$ cat src/hw/rbf_pkg.sv
package rbf_pkg;
  // Status flag bit positions
  localparam int FLAG_C = 0;
  localparam int FLAG_Z = 1;
  localparam int FLAG_N = 2;
  localparam int FLAG_V = 3;
  localparam int FLAG_S = 4;
  localparam int FLAG_H = 5;
  localparam int FLAG_T = 6;
  localparam int FLAG_I = 7;
  localparam logic [7:0] STATUS_RESET = 8'h00;
  localparam logic [7:0] WORK_RESET = 8'h00;
  // Register map, word aligned byte addresses
  localparam logic [3:0] ADDR_STATUS = 4'h0;
  localparam logic [3:0] ADDR_WORK = 4'h4;
  localparam logic [3:0] ADDR_CMD = 4'h8;
  localparam logic [3:0] ADDR_EVENTS = 4'hc;
  // Command register fields
  localparam int CMD_OP_LSB = 0;
  localparam int CMD_OP_W = 4;
  localparam int CMD_BIT_LSB = 4;
  localparam int CMD_BIT_W = 3;
  localparam int EVT_SLEEP = 0;
  localparam int EVT_WATCHDOG = 1;

  typedef enum logic [3:0] {
    OP_NOP, OP_ROTATE_LEFT_CARRY, OP_ROTATE_RIGHT_CARRY, OP_BIT_TO_TFLAG, OP_TFLAG_TO_BIT,
    OP_HALF_CARRY_SET, OP_HALF_CARRY_CLEAR, OP_OVERFLOW_SET, OP_OVERFLOW_CLEAR,
    OP_SIGN_FLAG_SET, OP_SIGN_FLAG_CLEAR, OP_GLOBAL_IRQ_ENABLE, OP_GLOBAL_IRQ_DISABLE,
    OP_SLEEP, OP_WATCHDOG_RESTART
  } rbf_op_t;
endpackage

$ cat src/hw/rbf_top.sv
`timescale 1ns/10ps
// Rotate, bit transfer and flag operations behind an Avalon-MM slave
module rbf_top (
  input wire logic ref_clk,             // 20 MHz clock
  input wire logic rst_n,               // Synchronous reset, active low
  input wire logic [3:0] avs_address,   // Byte address
  input wire logic avs_read,            // Read request
  input wire logic avs_write,           // Write request
  input wire logic [31:0] avs_writedata, // Write data
  input wire logic [3:0] avs_byteenable, // Byte lanes
  output logic [31:0] avs_readdata,     // Read data, registered
  output logic avs_waitrequest,         // Stall until answer
  output logic [1:0] avs_response,      // 00 ok, 10 slave error
  output logic [7:0] status_flags_register, // Live status flags
  output logic sleep_pulse,             // One-cycle sleep request
  output logic watchdog_restart_pulse   // One-cycle watchdog restart
);
  logic [7:0] flags_reg, flags_next;
  logic [7:0] work_reg, work_next;
  logic [1:0] evt_reg, evt_next;
  logic ack_reg, ack_next;
  logic [31:0] rdata_reg, rdata_next;
  logic [1:0] resp_reg, resp_next;
  logic slp_reg, slp_next, dog_reg, dog_next;
  logic [7:0] ex_work, ex_flags;
  logic ex_sleep, ex_dog, go, mapped;

  ////////////////////////////////////////////////////////////////
  // Execution datapath; a write to the command register issues one op
  rbf_exec u_exec (
    .op(avs_writedata[rbf_pkg::CMD_OP_LSB +: rbf_pkg::CMD_OP_W]),
    .bit_sel(avs_writedata[rbf_pkg::CMD_BIT_LSB +: rbf_pkg::CMD_BIT_W]),
    .work_in(work_reg),
    .flags_in(flags_reg),
    .work_out(ex_work),
    .flags_out(ex_flags),
    .sleep_req(ex_sleep),
    .watchdog_req(ex_dog)
  );

  ////////////////////////////////////////////////////////////////
  // Every access answers one cycle after it is presented
  assign avs_waitrequest = (avs_read | avs_write) & ~ack_reg;
  // A write acts only at the edge that ends its waitrequest-low cycle
  assign go = avs_write & ack_reg & avs_byteenable[0];
  assign mapped = (avs_address == rbf_pkg::ADDR_STATUS) || (avs_address == rbf_pkg::ADDR_WORK) ||
                  (avs_address == rbf_pkg::ADDR_CMD) || (avs_address == rbf_pkg::ADDR_EVENTS);

  // Next state: bus writes, execution, sticky event bits
  always_comb begin
    flags_next = flags_reg;
    work_next = work_reg;
    evt_next = evt_reg;
    ack_next = (avs_read | avs_write) & ~ack_reg;
    rdata_next = rdata_reg;
    resp_next = mapped ? 2'h0 : 2'h2;
    slp_next = 1'b0;
    dog_next = 1'b0;
    if (go && avs_address == rbf_pkg::ADDR_STATUS) begin
      flags_next = avs_writedata[7:0];
    end
    if (go && avs_address == rbf_pkg::ADDR_WORK) begin
      work_next = avs_writedata[7:0];
    end
    if (go && avs_address == rbf_pkg::ADDR_EVENTS) begin
      evt_next = evt_reg & ~avs_writedata[1:0]; // Write one to clear
    end
    if (go && avs_address == rbf_pkg::ADDR_CMD) begin
      work_next = ex_work;
      flags_next = ex_flags;
      slp_next = ex_sleep;
      dog_next = ex_dog;
    end
    // Set wins over a clear in the same cycle
    if (slp_next) begin
      evt_next[rbf_pkg::EVT_SLEEP] = 1'b1;
    end
    if (dog_next) begin
      evt_next[rbf_pkg::EVT_WATCHDOG] = 1'b1;
    end
    if (avs_read & ~ack_reg) begin
      unique case (avs_address)
        rbf_pkg::ADDR_STATUS: rdata_next = {24'h000000, flags_reg};
        rbf_pkg::ADDR_WORK: rdata_next = {24'h000000, work_reg};
        rbf_pkg::ADDR_EVENTS: rdata_next = {30'h00000000, evt_reg};
        default: rdata_next = 32'h00000000;
      endcase
    end
  end

  // Registers only
  always_ff @(posedge ref_clk) begin
    if (!rst_n) begin
      flags_reg <= rbf_pkg::STATUS_RESET;
      work_reg <= rbf_pkg::WORK_RESET;
      evt_reg <= 2'h0;
      ack_reg <= 1'b0;
      rdata_reg <= 32'h00000000;
      resp_reg <= 2'h0;
      slp_reg <= 1'b0;
      dog_reg <= 1'b0;
    end else begin
      flags_reg <= flags_next;
      work_reg <= work_next;
      evt_reg <= evt_next;
      ack_reg <= ack_next;
      rdata_reg <= rdata_next;
      resp_reg <= resp_next;
      slp_reg <= slp_next;
      dog_reg <= dog_next;
    end
  end

  assign avs_readdata = rdata_reg;
  assign avs_response = resp_reg;
  assign status_flags_register = flags_reg;
  assign sleep_pulse = slp_reg;
  assign watchdog_restart_pulse = dog_reg;

  ////////////////////////////////////////////////////////////////
  // Checks
  a_rotl_result: assert property (@(posedge ref_clk) disable iff (!rst_n)
    go && avs_address == rbf_pkg::ADDR_CMD && avs_writedata[3:0] == 4'h1 |=>
    work_reg == {$past(work_reg[6:0]), $past(flags_reg[0])} && flags_reg[0] == $past(work_reg[7]))
    else $error("rotate left wrong");
  a_rotr_result: assert property (@(posedge ref_clk) disable iff (!rst_n)
    go && avs_address == rbf_pkg::ADDR_CMD && avs_writedata[3:0] == 4'h2 |=>
    work_reg == {$past(flags_reg[0]), $past(work_reg[7:1])} && flags_reg[0] == $past(work_reg[0]))
    else $error("rotate right wrong");
  a_tflag_store: assert property (@(posedge ref_clk) disable iff (!rst_n)
    go && avs_address == rbf_pkg::ADDR_CMD && avs_writedata[3:0] == 4'h3 |=>
    flags_reg[6] == $past(work_reg[avs_writedata[6:4]]) && flags_reg[5:0] == $past(flags_reg[5:0]))
    else $error("bit store wrong");
  a_tflag_load: assert property (@(posedge ref_clk) disable iff (!rst_n)
    go && avs_address == rbf_pkg::ADDR_CMD && avs_writedata[3:0] == 4'h4 |=>
    $stable(flags_reg) && work_reg[$past(avs_writedata[6:4])] == flags_reg[6])
    else $error("bit load wrong");
  a_half_set_only: assert property (@(posedge ref_clk) disable iff (!rst_n)
    go && avs_address == rbf_pkg::ADDR_CMD && avs_writedata[3:0] == 4'h5 |=>
    flags_reg == ($past(flags_reg) | 8'h20))
    else $error("half carry set wrong");
  a_clv_only: assert property (@(posedge ref_clk) disable iff (!rst_n)
    go && avs_address == rbf_pkg::ADDR_CMD && avs_writedata[3:0] == 4'h8 |=>
    flags_reg == ($past(flags_reg) & 8'hf7))
    else $error("overflow clear wrong");
  a_sign_set_only: assert property (@(posedge ref_clk) disable iff (!rst_n)
    go && avs_address == rbf_pkg::ADDR_CMD && avs_writedata[3:0] == 4'h9 |=>
    flags_reg == ($past(flags_reg) | 8'h10))
    else $error("sign set wrong");
  a_sleep_pulse: assert property (@(posedge ref_clk) disable iff (!rst_n)
    go && avs_address == rbf_pkg::ADDR_CMD && avs_writedata[3:0] == 4'hd |=>
    sleep_pulse && $stable(flags_reg) ##1 !sleep_pulse)
    else $error("sleep pulse wrong");
  a_dog_pulse: assert property (@(posedge ref_clk) disable iff (!rst_n)
    go && avs_address == rbf_pkg::ADDR_CMD && avs_writedata[3:0] == 4'he |=>
    watchdog_restart_pulse && $stable(flags_reg))
    else $error("watchdog restart wrong");
  a_irq_off_only: assert property (@(posedge ref_clk) disable iff (!rst_n)
    go && avs_address == rbf_pkg::ADDR_CMD && avs_writedata[3:0] == 4'hc |=>
    flags_reg == ($past(flags_reg) & 8'h7f))
    else $error("interrupt disable wrong");
endmodule

$ cat src/hw/rbf_exec.sv
`timescale 1ns/10ps
// Single-cycle combinational execution of one operation
module rbf_exec (
  input wire logic [3:0] op,       // Operation code
  input wire logic [2:0] bit_sel,  // Bit index for bit transfer
  input wire logic [7:0] work_in,  // Working register value
  input wire logic [7:0] flags_in, // Status flags before
  output logic [7:0] work_out,     // Working register after
  output logic [7:0] flags_out,    // Status flags after
  output logic sleep_req,          // Sleep request
  output logic watchdog_req        // Watchdog restart request
);
  logic [7:0] res;

  // Flag update shared by both rotates
  function automatic logic [7:0] rot_flags(input logic [7:0] f, input logic [7:0] r, input logic c);
    logic [7:0] o;
    o = f;
    o[rbf_pkg::FLAG_C] = c;
    o[rbf_pkg::FLAG_Z] = (r == 8'h00);
    o[rbf_pkg::FLAG_N] = r[7];
    o[rbf_pkg::FLAG_V] = r[7] ^ c;
    o[rbf_pkg::FLAG_S] = r[7] ^ r[7] ^ c;
    return o;
  endfunction

  ////////////////////////////////////////////////////////////////
  // Default: no change; each single-flag case touches only its own flag, rotates update C, Z, N, V and S
  always_comb begin
    work_out = work_in;
    flags_out = flags_in;
    sleep_req = 1'b0;
    watchdog_req = 1'b0;
    res = 8'h00;
    unique case (op)
      rbf_pkg::OP_ROTATE_LEFT_CARRY: begin
        res = {work_in[6:0], flags_in[rbf_pkg::FLAG_C]};
        work_out = res;
        flags_out = rot_flags(flags_in, res, work_in[7]);
      end
      rbf_pkg::OP_ROTATE_RIGHT_CARRY: begin
        res = {flags_in[rbf_pkg::FLAG_C], work_in[7:1]};
        work_out = res;
        flags_out = rot_flags(flags_in, res, work_in[0]);
      end
      rbf_pkg::OP_BIT_TO_TFLAG: flags_out[rbf_pkg::FLAG_T] = work_in[bit_sel];
      rbf_pkg::OP_TFLAG_TO_BIT: work_out[bit_sel] = flags_in[rbf_pkg::FLAG_T];
      rbf_pkg::OP_HALF_CARRY_SET: flags_out[rbf_pkg::FLAG_H] = 1'b1;
      rbf_pkg::OP_HALF_CARRY_CLEAR: flags_out[rbf_pkg::FLAG_H] = 1'b0;
      rbf_pkg::OP_OVERFLOW_SET: flags_out[rbf_pkg::FLAG_V] = 1'b1;
      rbf_pkg::OP_OVERFLOW_CLEAR: flags_out[rbf_pkg::FLAG_V] = 1'b0;
      rbf_pkg::OP_SIGN_FLAG_SET: flags_out[rbf_pkg::FLAG_S] = 1'b1;
      rbf_pkg::OP_SIGN_FLAG_CLEAR: flags_out[rbf_pkg::FLAG_S] = 1'b0;
      rbf_pkg::OP_GLOBAL_IRQ_ENABLE: flags_out[rbf_pkg::FLAG_I] = 1'b1;
      rbf_pkg::OP_GLOBAL_IRQ_DISABLE: flags_out[rbf_pkg::FLAG_I] = 1'b0;
      rbf_pkg::OP_SLEEP: sleep_req = 1'b1;
      rbf_pkg::OP_WATCHDOG_RESTART: watchdog_req = 1'b1;
      default: begin
        // Nop and spare codes change nothing
      end
    endcase
  end
endmodule

$ cat config.mk
export PLATFORM = sky130hd
export DESIGN_NAME = rbf_top
export DESIGN_NICKNAME = d
export VERILOG_FILES = /design/src/hw/rbf_pkg.sv /design/src/hw/rbf_top.sv /design/src/hw/rbf_exec.sv
export SDC_FILE = /design/constraint.sdc
export NUM_CORES = 1
export LEC_CHECK = 0
export CAP_MARGIN = 20
export CORE_MARGIN = 2
export CORE_UTILIZATION = 58
export DETAILED_ROUTE_END_ITERATION = 12
export DONT_BUFFER_PORTS = 1
export GPL_ROUTABILITY_DRIVEN = 0
export PLACE_DENSITY = 0.72
export SLEW_MARGIN = 20
export SYNTH_ARGS = -nofsm -noshare
export SYNTH_HDL_FRONTEND = slang
export SYNTH_SLANG_ARGS = --single-unit
$ cat constraint.sdc
create_clock -name ref_clk -period 1.8 [get_ports ref_clk]
set_input_delay 0.18 -clock ref_clk [delete_from_list [all_inputs] [get_ports ref_clk]]
set_output_delay 0.18 -clock ref_clk [all_outputs]
set_load 0.02 [all_outputs]
==> results of run 1 <==
worst reg2reg max path: cells and delay by family (launching register included):
kind               cells  cell delay, ns
AOI/OAI and AO/OA      3            0.70
and+or+nand+nor        2            0.53
DFF                    1            0.35
report_power, final:
| part | switching (mW) | internal, mW |
|---|---|---|
| registers | 0.00566 | 0.668 |
| logic | 0.112 | 0.0638 |
| clock network | 0.267 | 0.307 |
| total | 0.385 | 1.04 |
logic make-up after synthesis:
| kind of cell | Yosys count |
|---|---|
| buffers and inverters | 61 |
| adder cells (fa/ha/maj) | 1 |
| AO/OA/AOI/OAI | 84 |
| AND/OR/NAND/NOR | 105 |
| other | 1 |
| multiplexers | 23 |
| flip-flops | 30 |
| XOR/XNOR | 2 |
routing by layer:
metal  vias up  track usage, %  share of wire [%]
li1       1051               -                  -
met1      1021            37.4                 44
met2       117            41.9                 45
met3        10            7.33                 10
met4         0            7.65                1.8
met5         -               0                  0
cells in the mapped netlist (4+ instances only):
master    instances  share of area, %
o21ai_0          20               4.3
nand3_1           9               1.9
nand2_1          18               2.9
or3_1             5               1.3
nor2_1           37               5.9
buf_2             9               1.9
a221oi_1          6               2.2
nor2b_1           6               1.6
dfxtp_1          30                26
inv_1             6              0.96
a21oi_1          14               3.0
nand3b_1          4               1.3
mux2i_1          18               7.7
nand2b_1          5               1.3
buf_4            25               8.0
a22o_1            4               1.5
o21ai_1           6               1.3
a32o_1            5               2.1
nor3_1            5               1.1
clkbuf_1         18               2.9
worst max-delay path by stage:
stage          cells after the start            from                  endpoint
2_1_floorplan                      6     work_reg[6]  status_flags_register[6]
3_3_place_gp                       5  avs_address[1]               work_reg[6]
3_5_place_dp                       5  avs_address[1]               work_reg[6]
4_1_cts                            5         ack_reg               work_reg[5]
5_1_grt                            5     work_reg[0]  status_flags_register[6]
6_report                           5         ack_reg               work_reg[5]
final cells by class:
cell class | instances | area share [%]
Clock inverter | 2 | 0.504
Inverter | 6 | 0.906
Multi-Input combinational cell | 240 | 60.9
Clock buffer | 6 | 3.32
Sequential cell | 30 | 24.2
Timing Repair Buffer | 23 | 7.70
Tap cell | 50 | 2.52
through the flow:
| stage | utilization (%) | std cells | area (sq um) |
|---|---|---|---|
| finish | 63.0 | 357 | 2480 |
| global route | 63.0 | 357 | 2480 |
| CTS | 62.3 | 356 | 2460 |
| detailed placement | 59.5 | 347 | 2350 |
| global placement | 59.5 | 347 | 2350 |
| floorplan | - | 331 | 2430 |
placed cells by master (no fill, tap or decap), types with 3 or more instances in the layout:
cell type and count:
a22o_1 4, mux2_2 3, inv_1 6, o211ai_1 3, a32o_1 5, nor2_1 37, nand3_1 8, mux2i_1 18
buf_4 20, nor3b_1 3, or3_1 4, nand3b_1 4, clkbuf_8 6, o21ai_0 20, conb_1 25, nor3_1 5
nand2_1 18, a221oi_1 4, o21ai_1 6, and2_1 3, o22ai_1 3, nor2b_1 6, nand2b_1 5, dfxtp_1 30
a21oi_1 14
what timing repair did:
action	4_1_cts	5_1_grt
pin swaps	0	1
hold buffers	1	0
gates resized for setup	1	4
endpoints found under the setup margin	1	5
endpoints found under the hold margin	1	0
buffers inserted	0	1
==> run_results.csv, run 1 <==
group,metric,value,unit
clocking,cts_buffer_depth,2,
yosys,synth-edff-count,0,
clocking,cts_tree,"yes",
clocking,cts.clk_slew.worst_paths,0.07,ns
worst_setup_path,r2r-start,"ack_reg",
min_path,hold_end,"status_flags_register[5]",
layout,regArea,601,sq um
power_and_ir_drop,p_per_area,573,mW/mm^2
yosys,synthesis.area,0.00234,sq mm
global_route,grt.total_usage,27.3,%
power_and_ir_drop,p_leak,0.942,nW
global_route,antenna_found_initial,0,
worst_setup_path,path_delay_family,"compound AO/OA/AOI/OAI gates",
worst_setup_path,cp.required,1.98,ns
sta,setup_tns,0,ns
status,status,"finished, final reports clean",
yosys,synth-seq-area-share,25.6,%
yosys,synthAdderAreaFrac,0.534,%
clocking,cts.htree.levels,2,
yosys,yosysUniqueCellTypes,56,
yosys,muxShareOfSynthArea,11.1,%
layout,drive_above_1_share,15.3,%
detailed_routing,viasPerCell,6.16,
worst_setup_path,rr_worst_depth,5,
yosys,synth_area_per_cell,7.63,sq um
yosys,netlist_instances,307,
placed_design,dpl.hpwl,4.05,mm
yosys,synth_top_family_by_area,"compound AO/OA/AOI/OAI gates",
sta,worst-slew-pin-transition,0.692,ns
floorplanning,die_area,0.00456,sq mm
yosys,synth_seq_cells,30,
detailed_routing,vias,2199,
floorplanning,core-area,0.00394,sq mm
worst_setup_path,crit_path_max_incr_delay,0.41,ns
layout,antenna_cells,0,
min_path,worstHoldPathCells,2,
floorplanning,die_y,67.6,um
yosys,synth_flop_cell,"dfxtp_1",
sta,fin_crit,1.68,ns
detailed_routing,drt_iter0_drc,208,
layout,multi_input_area,0.00151,sq mm
placed_design,place_ws,0.0924,ns
layout,nFillCells,369,
global_route,grt_max_degree,32,
detailed_routing,detail-route-antenna-nets,0,
floorplanning,rows,23,
flow_run,drv_cap,0,
yosys,synth_compound_area_share,24.6,%
detailed_routing,dr.pass1.iters,5,
worst_setup_path,critical_path.max_fanout,7,
sta,finalWorstSetupSlack,0.116,ns
worst_setup_path,cp_slowest_cell,"or3_4",
clocking,clock_latency,0.28,ns
worst_setup_path,cp_data_arrival_time,1.86,ns
worst_setup_path,crit_path_start_kind,"flop",
yosys,synth_xor_area_share,0.748,%
floorplanning,pin_count,89,
worst_setup_path,path_class,"flop to flop",
detailed_routing,drt_wl_total,5.88,mm
sta,hold_slack,0.0238,ns
worst_setup_path,end_kind,"flop",
worst_setup_path,cp_cell_sequence,"nand3_2, or3_4, a221oi_1, o21ai_1, a32o_1",
min_path,hp-start,"rst_n",
layout,nets,351,
global_route,grt-ovfl-total,0,
worst_setup_path,reg2reg_to,"work_reg[5]",
clocking,cts_root_buf,"clkbuf_8",
placed_design,io_buffers,0,
worst_setup_path,r2r_setup_slack,0.12,ns
yosys,yosys.area_share.simple,22.7,%
sta,fin_skew,0.00481,ns
global_route,grt_pass1_vias,1904,
detailed_routing,post_drt_wl_per_cell,16.5,um
sta,fin_crit_sh,93.5,%
yosys,yosysWarnings,0,
yosys,async_flop_share,0,%
floorplanning,die_width,67.6,um
detailed_routing,drc,0,
sta,setup_violations,0,
worst_setup_path,worst-path-buf-inv,0,
clocking,clock_sinks,30,
layout,area_delta_synth_final,6.09,%
sta,hold_viol,0,
floorplanning,initial_core_util,59.4,%
global_route,grt_first_pass_wirelength,9.37,mm
sta,rsz0062_at_grt,"no",
sta,max_clock_freq,0.594,GHz
sta,slew_headroom,53.7,%
min_path,hold_class,"primary input to flop",
power_and_ir_drop,irDropWorstVdd,278,uV
clocking,cts_buffers,5,
sta,drv_slew,0,
power_and_ir_drop,p_total,1.42,mW
Power figures use the tool's default switching activity.
==> inputs of run 2 (changes only) <==
--- a/config.mk
+++ b/config.mk
@@ -6,8 +6,9 @@
 export NUM_CORES = 1
 export LEC_CHECK = 0
 export CAP_MARGIN = 20
-export CORE_MARGIN = 2
+export CORE_MARGIN = 1
 export CORE_UTILIZATION = 58
+export CTS_BUF_LIST = sky130_fd_sc_hd__clkbuf_16
 export DETAILED_ROUTE_END_ITERATION = 12
 export DONT_BUFFER_PORTS = 1
 export GPL_ROUTABILITY_DRIVEN = 0
==> run 2 against run 1 <==
  * Clock skew up 0.0024 ns
  * First-iteration DRC count decreased by 22%
  * Sequential cell count unchanged
  * Final cell count fell by 0.28%
  * Non-clock buffer count grew 1
  * Wire length fell by 1.1%
  * Utilization is 4.0 points higher
  * Clock power rose by 39%
  * Critical path type unchanged
  * Critical endpoint is now status_flags_register[6]
==> run_results.csv, run 2 (synthesis gave the netlist of run 1 again) <==
group,metric,value,unit
layout,area_delta_synth_final,7.96,%
sta,setup_violations,0,
layout,finalNonFillerCells,356,
worst_setup_path,cp-endpoint,"status_flags_register[6]",
floorplanning,die_area,0.00430,sq mm
floorplanning,core-area,0.00377,sq mm
sta,fin_crit,1.64,ns
sta,max_clock_freq,0.609,GHz
floorplanning,pin_count,89,
sta,hold_slack,0.0275,ns
power_and_ir_drop,p_total,1.65,mW
layout,final_common_cell,"nor2_1",
worst_setup_path,path_common_cell,"mux2_2",
power_and_ir_drop,switching_share,25.1,%
flow_run,drv_cap,0,
placed_design,place_ws,0.0384,ns
worst_setup_path,worst-path-buf-inv,0,
sta,hold_viol,0,
worst_setup_path,critical_path.max_fanout,2,
worst_setup_path,crit_path_max_incr_delay,0.48,ns
sta,worst-slew-pin-transition,0.535,ns
detailed_routing,vias,2215,
power_and_ir_drop,p_int,1.23,mW
layout,drive_above_1_share,14.3,%
layout,nets,352,
clocking,cts_buffer_depth,2,
worst_setup_path,r2r-start,"work_reg[5]",
worst_setup_path,reg2reg_to,"status_flags_register[6]",
min_path,hold_class,"primary input to flop",
clocking,cts_tree,"yes",
clocking,cts_buffers,5,
worst_setup_path,cp_num_cells,5,
power_and_ir_drop,p_leak,0.964,nW
floorplanning,die_y,65.6,um
worst_setup_path,cp_data_arrival_time,1.79,ns
worst_setup_path,cp.required,1.95,ns
sta,setup_tns,0,ns
global_route,grt_pass1_vias,1902,
clocking,cts_root_buf,"clkbuf_16",
detailed_routing,drt_wl_total,5.81,mm
worst_setup_path,cp_cell_sequence,"mux4_2, mux2_2, mux2_2, mux2i_1, nor2_1",
worst_setup_path,rr_worst_depth,5,
placed_design,io_buffers,0,
power_and_ir_drop,p_clk_share,48.5,%
worst_setup_path,path_delay_family,"multiplexers",
sta,slew_headroom,64.1,%
floorplanning,initial_core_util,62.1,%
detailed_routing,viasPerCell,6.22,
power_and_ir_drop,seq_power_share,41.0,%
power_and_ir_drop,power.net_switching,0.413,mW
status,status,"finished, final reports clean",
worst_setup_path,cp-startpoint,"work_reg[5]",
placed_design,place_inst,347,
global_route,grt_max_degree,32,
sta,drv_slew,0,
detailed_routing,drt_iter0_drc,163,
layout,antenna_cells,0,
sta,fin_crit_sh,91.2,%
global_route,grt-ovfl-total,0,
layout,final_cell_mix,"37 x nor2_1, 30 x dfxtp_1, 25 x conb_1",
sta,rsz0062_at_grt,"no",
clocking,clock_latency,0.28,ns
sta,finalWorstSetupSlack,0.158,ns
floorplanning,die_width,65.6,um
power_and_ir_drop,p_per_area,651,mW/mm^2
power_and_ir_drop,irDropWorstVdd,433,uV
clocking,cts.clk_slew.worst_paths,0.05,ns
worst_setup_path,path_class,"flop to flop",
floorplanning,rows,22,
detailed_routing,dr.pass1.iters,5,
power_and_ir_drop,p_comb_share,10.5,%
worst_setup_path,r2r_setup_slack,0.16,ns
clocking,clock_sinks,30,
global_route,antenna_found_initial,0,
detailed_routing,detail-route-antenna-nets,0,
clocking,cts.htree.levels,2,
detailed_routing,post_drt_wl_per_cell,16.3,um
detailed_routing,drc,0,
global_route,grt.total_usage,28.6,%
worst_setup_path,cp_slowest_cell,"mux4_2",
layout,nFillCells,335,
sta,fin_skew,0.00718,ns
worst_setup_path,crit_path_start_kind,"flop",
worst_setup_path,end_kind,"flop",
placed_design,dpl.hpwl,4.02,mm
global_route,grt_first_pass_wirelength,9.32,mm
==> run 2: cell count changes in the layout (fill, tap and decap cells not counted), sizes merged <==
| cell | delta |
|---|---|
| clkbuf | -1 |
| buf | +1 |
| clkinv | +1 |
==> run 2: how the worst min path moves through the flow <==
stage,startpoint,endpoint,slack (ns),cells after the start
after floorplan,avs_read,ack_reg,0.36,2
after global placement,avs_writedata[1],sleep_pulse,0.28,1
after detailed placement,avs_writedata[1],sleep_pulse,0.28,1
after CTS,rst_n,status_flags_register[5],0.02,2
after global routing,rst_n,status_flags_register[5],0.03,2
final,rst_n,status_flags_register[5],0.03,2
==> run 2: area by class of cell <==
class,instances,area [sq um],area share (%)
multi-input cells,240,1500,59.2
flip-flops and latches,30,601,23.8
repair buffers,24,208,8.21
clock buffers,5,125,4.95
well taps,48,60.1,2.38
inverters,6,22.5,0.891
clock inverters,3,16.3,0.643
==> run 2: per-stage QoR <==
step           utilization (%)  area [sq um]
2_1_floorplan                -          2430
5_1_grt                   67.1          2530
3_5_place_dp              62.9          2370
3_3_place_gp              62.9          2370
4_1_cts                   66.9          2520
6_report                  67.1          2530
==> run 2: power by group through the flow <==
stage / clock [mW] / sequential (mW) / combinational [mW]
after floorplan: 0 / 0.689 / 0.225
after global placement: 0 / 0.689 / 0.167
after CTS: 0.800 / 0.675 / 0.170
final: 0.799 / 0.675 / 0.173
after global routing: 0.836 / 0.675 / 0.188
after detailed placement: 0 / 0.689 / 0.168
==> run 2: repair_timing <==
item | 4_1_cts | 5_1_grt
setup buffers | 0 | 0
endpoints found under the hold margin | 1 | 0
hold buffers | 1 | 0
endpoints found under the setup margin | 0 | 1
gates resized for setup | 0 | 1
==> run 2: layer usage <==
metal | share of wire [%] | wire (um) | global-route usage (%) | up-vias
li1 | - | - | - | 1051
met1 | 44 | 2560 | 39.1 | 1043
met2 | 46 | 2670 | 45.5 | 112
met3 | 8.5 | 496 | 5.03 | 9
met4 | 1.7 | 96 | 8.15 | 0
met5 | 0 | 0 | 0 | -
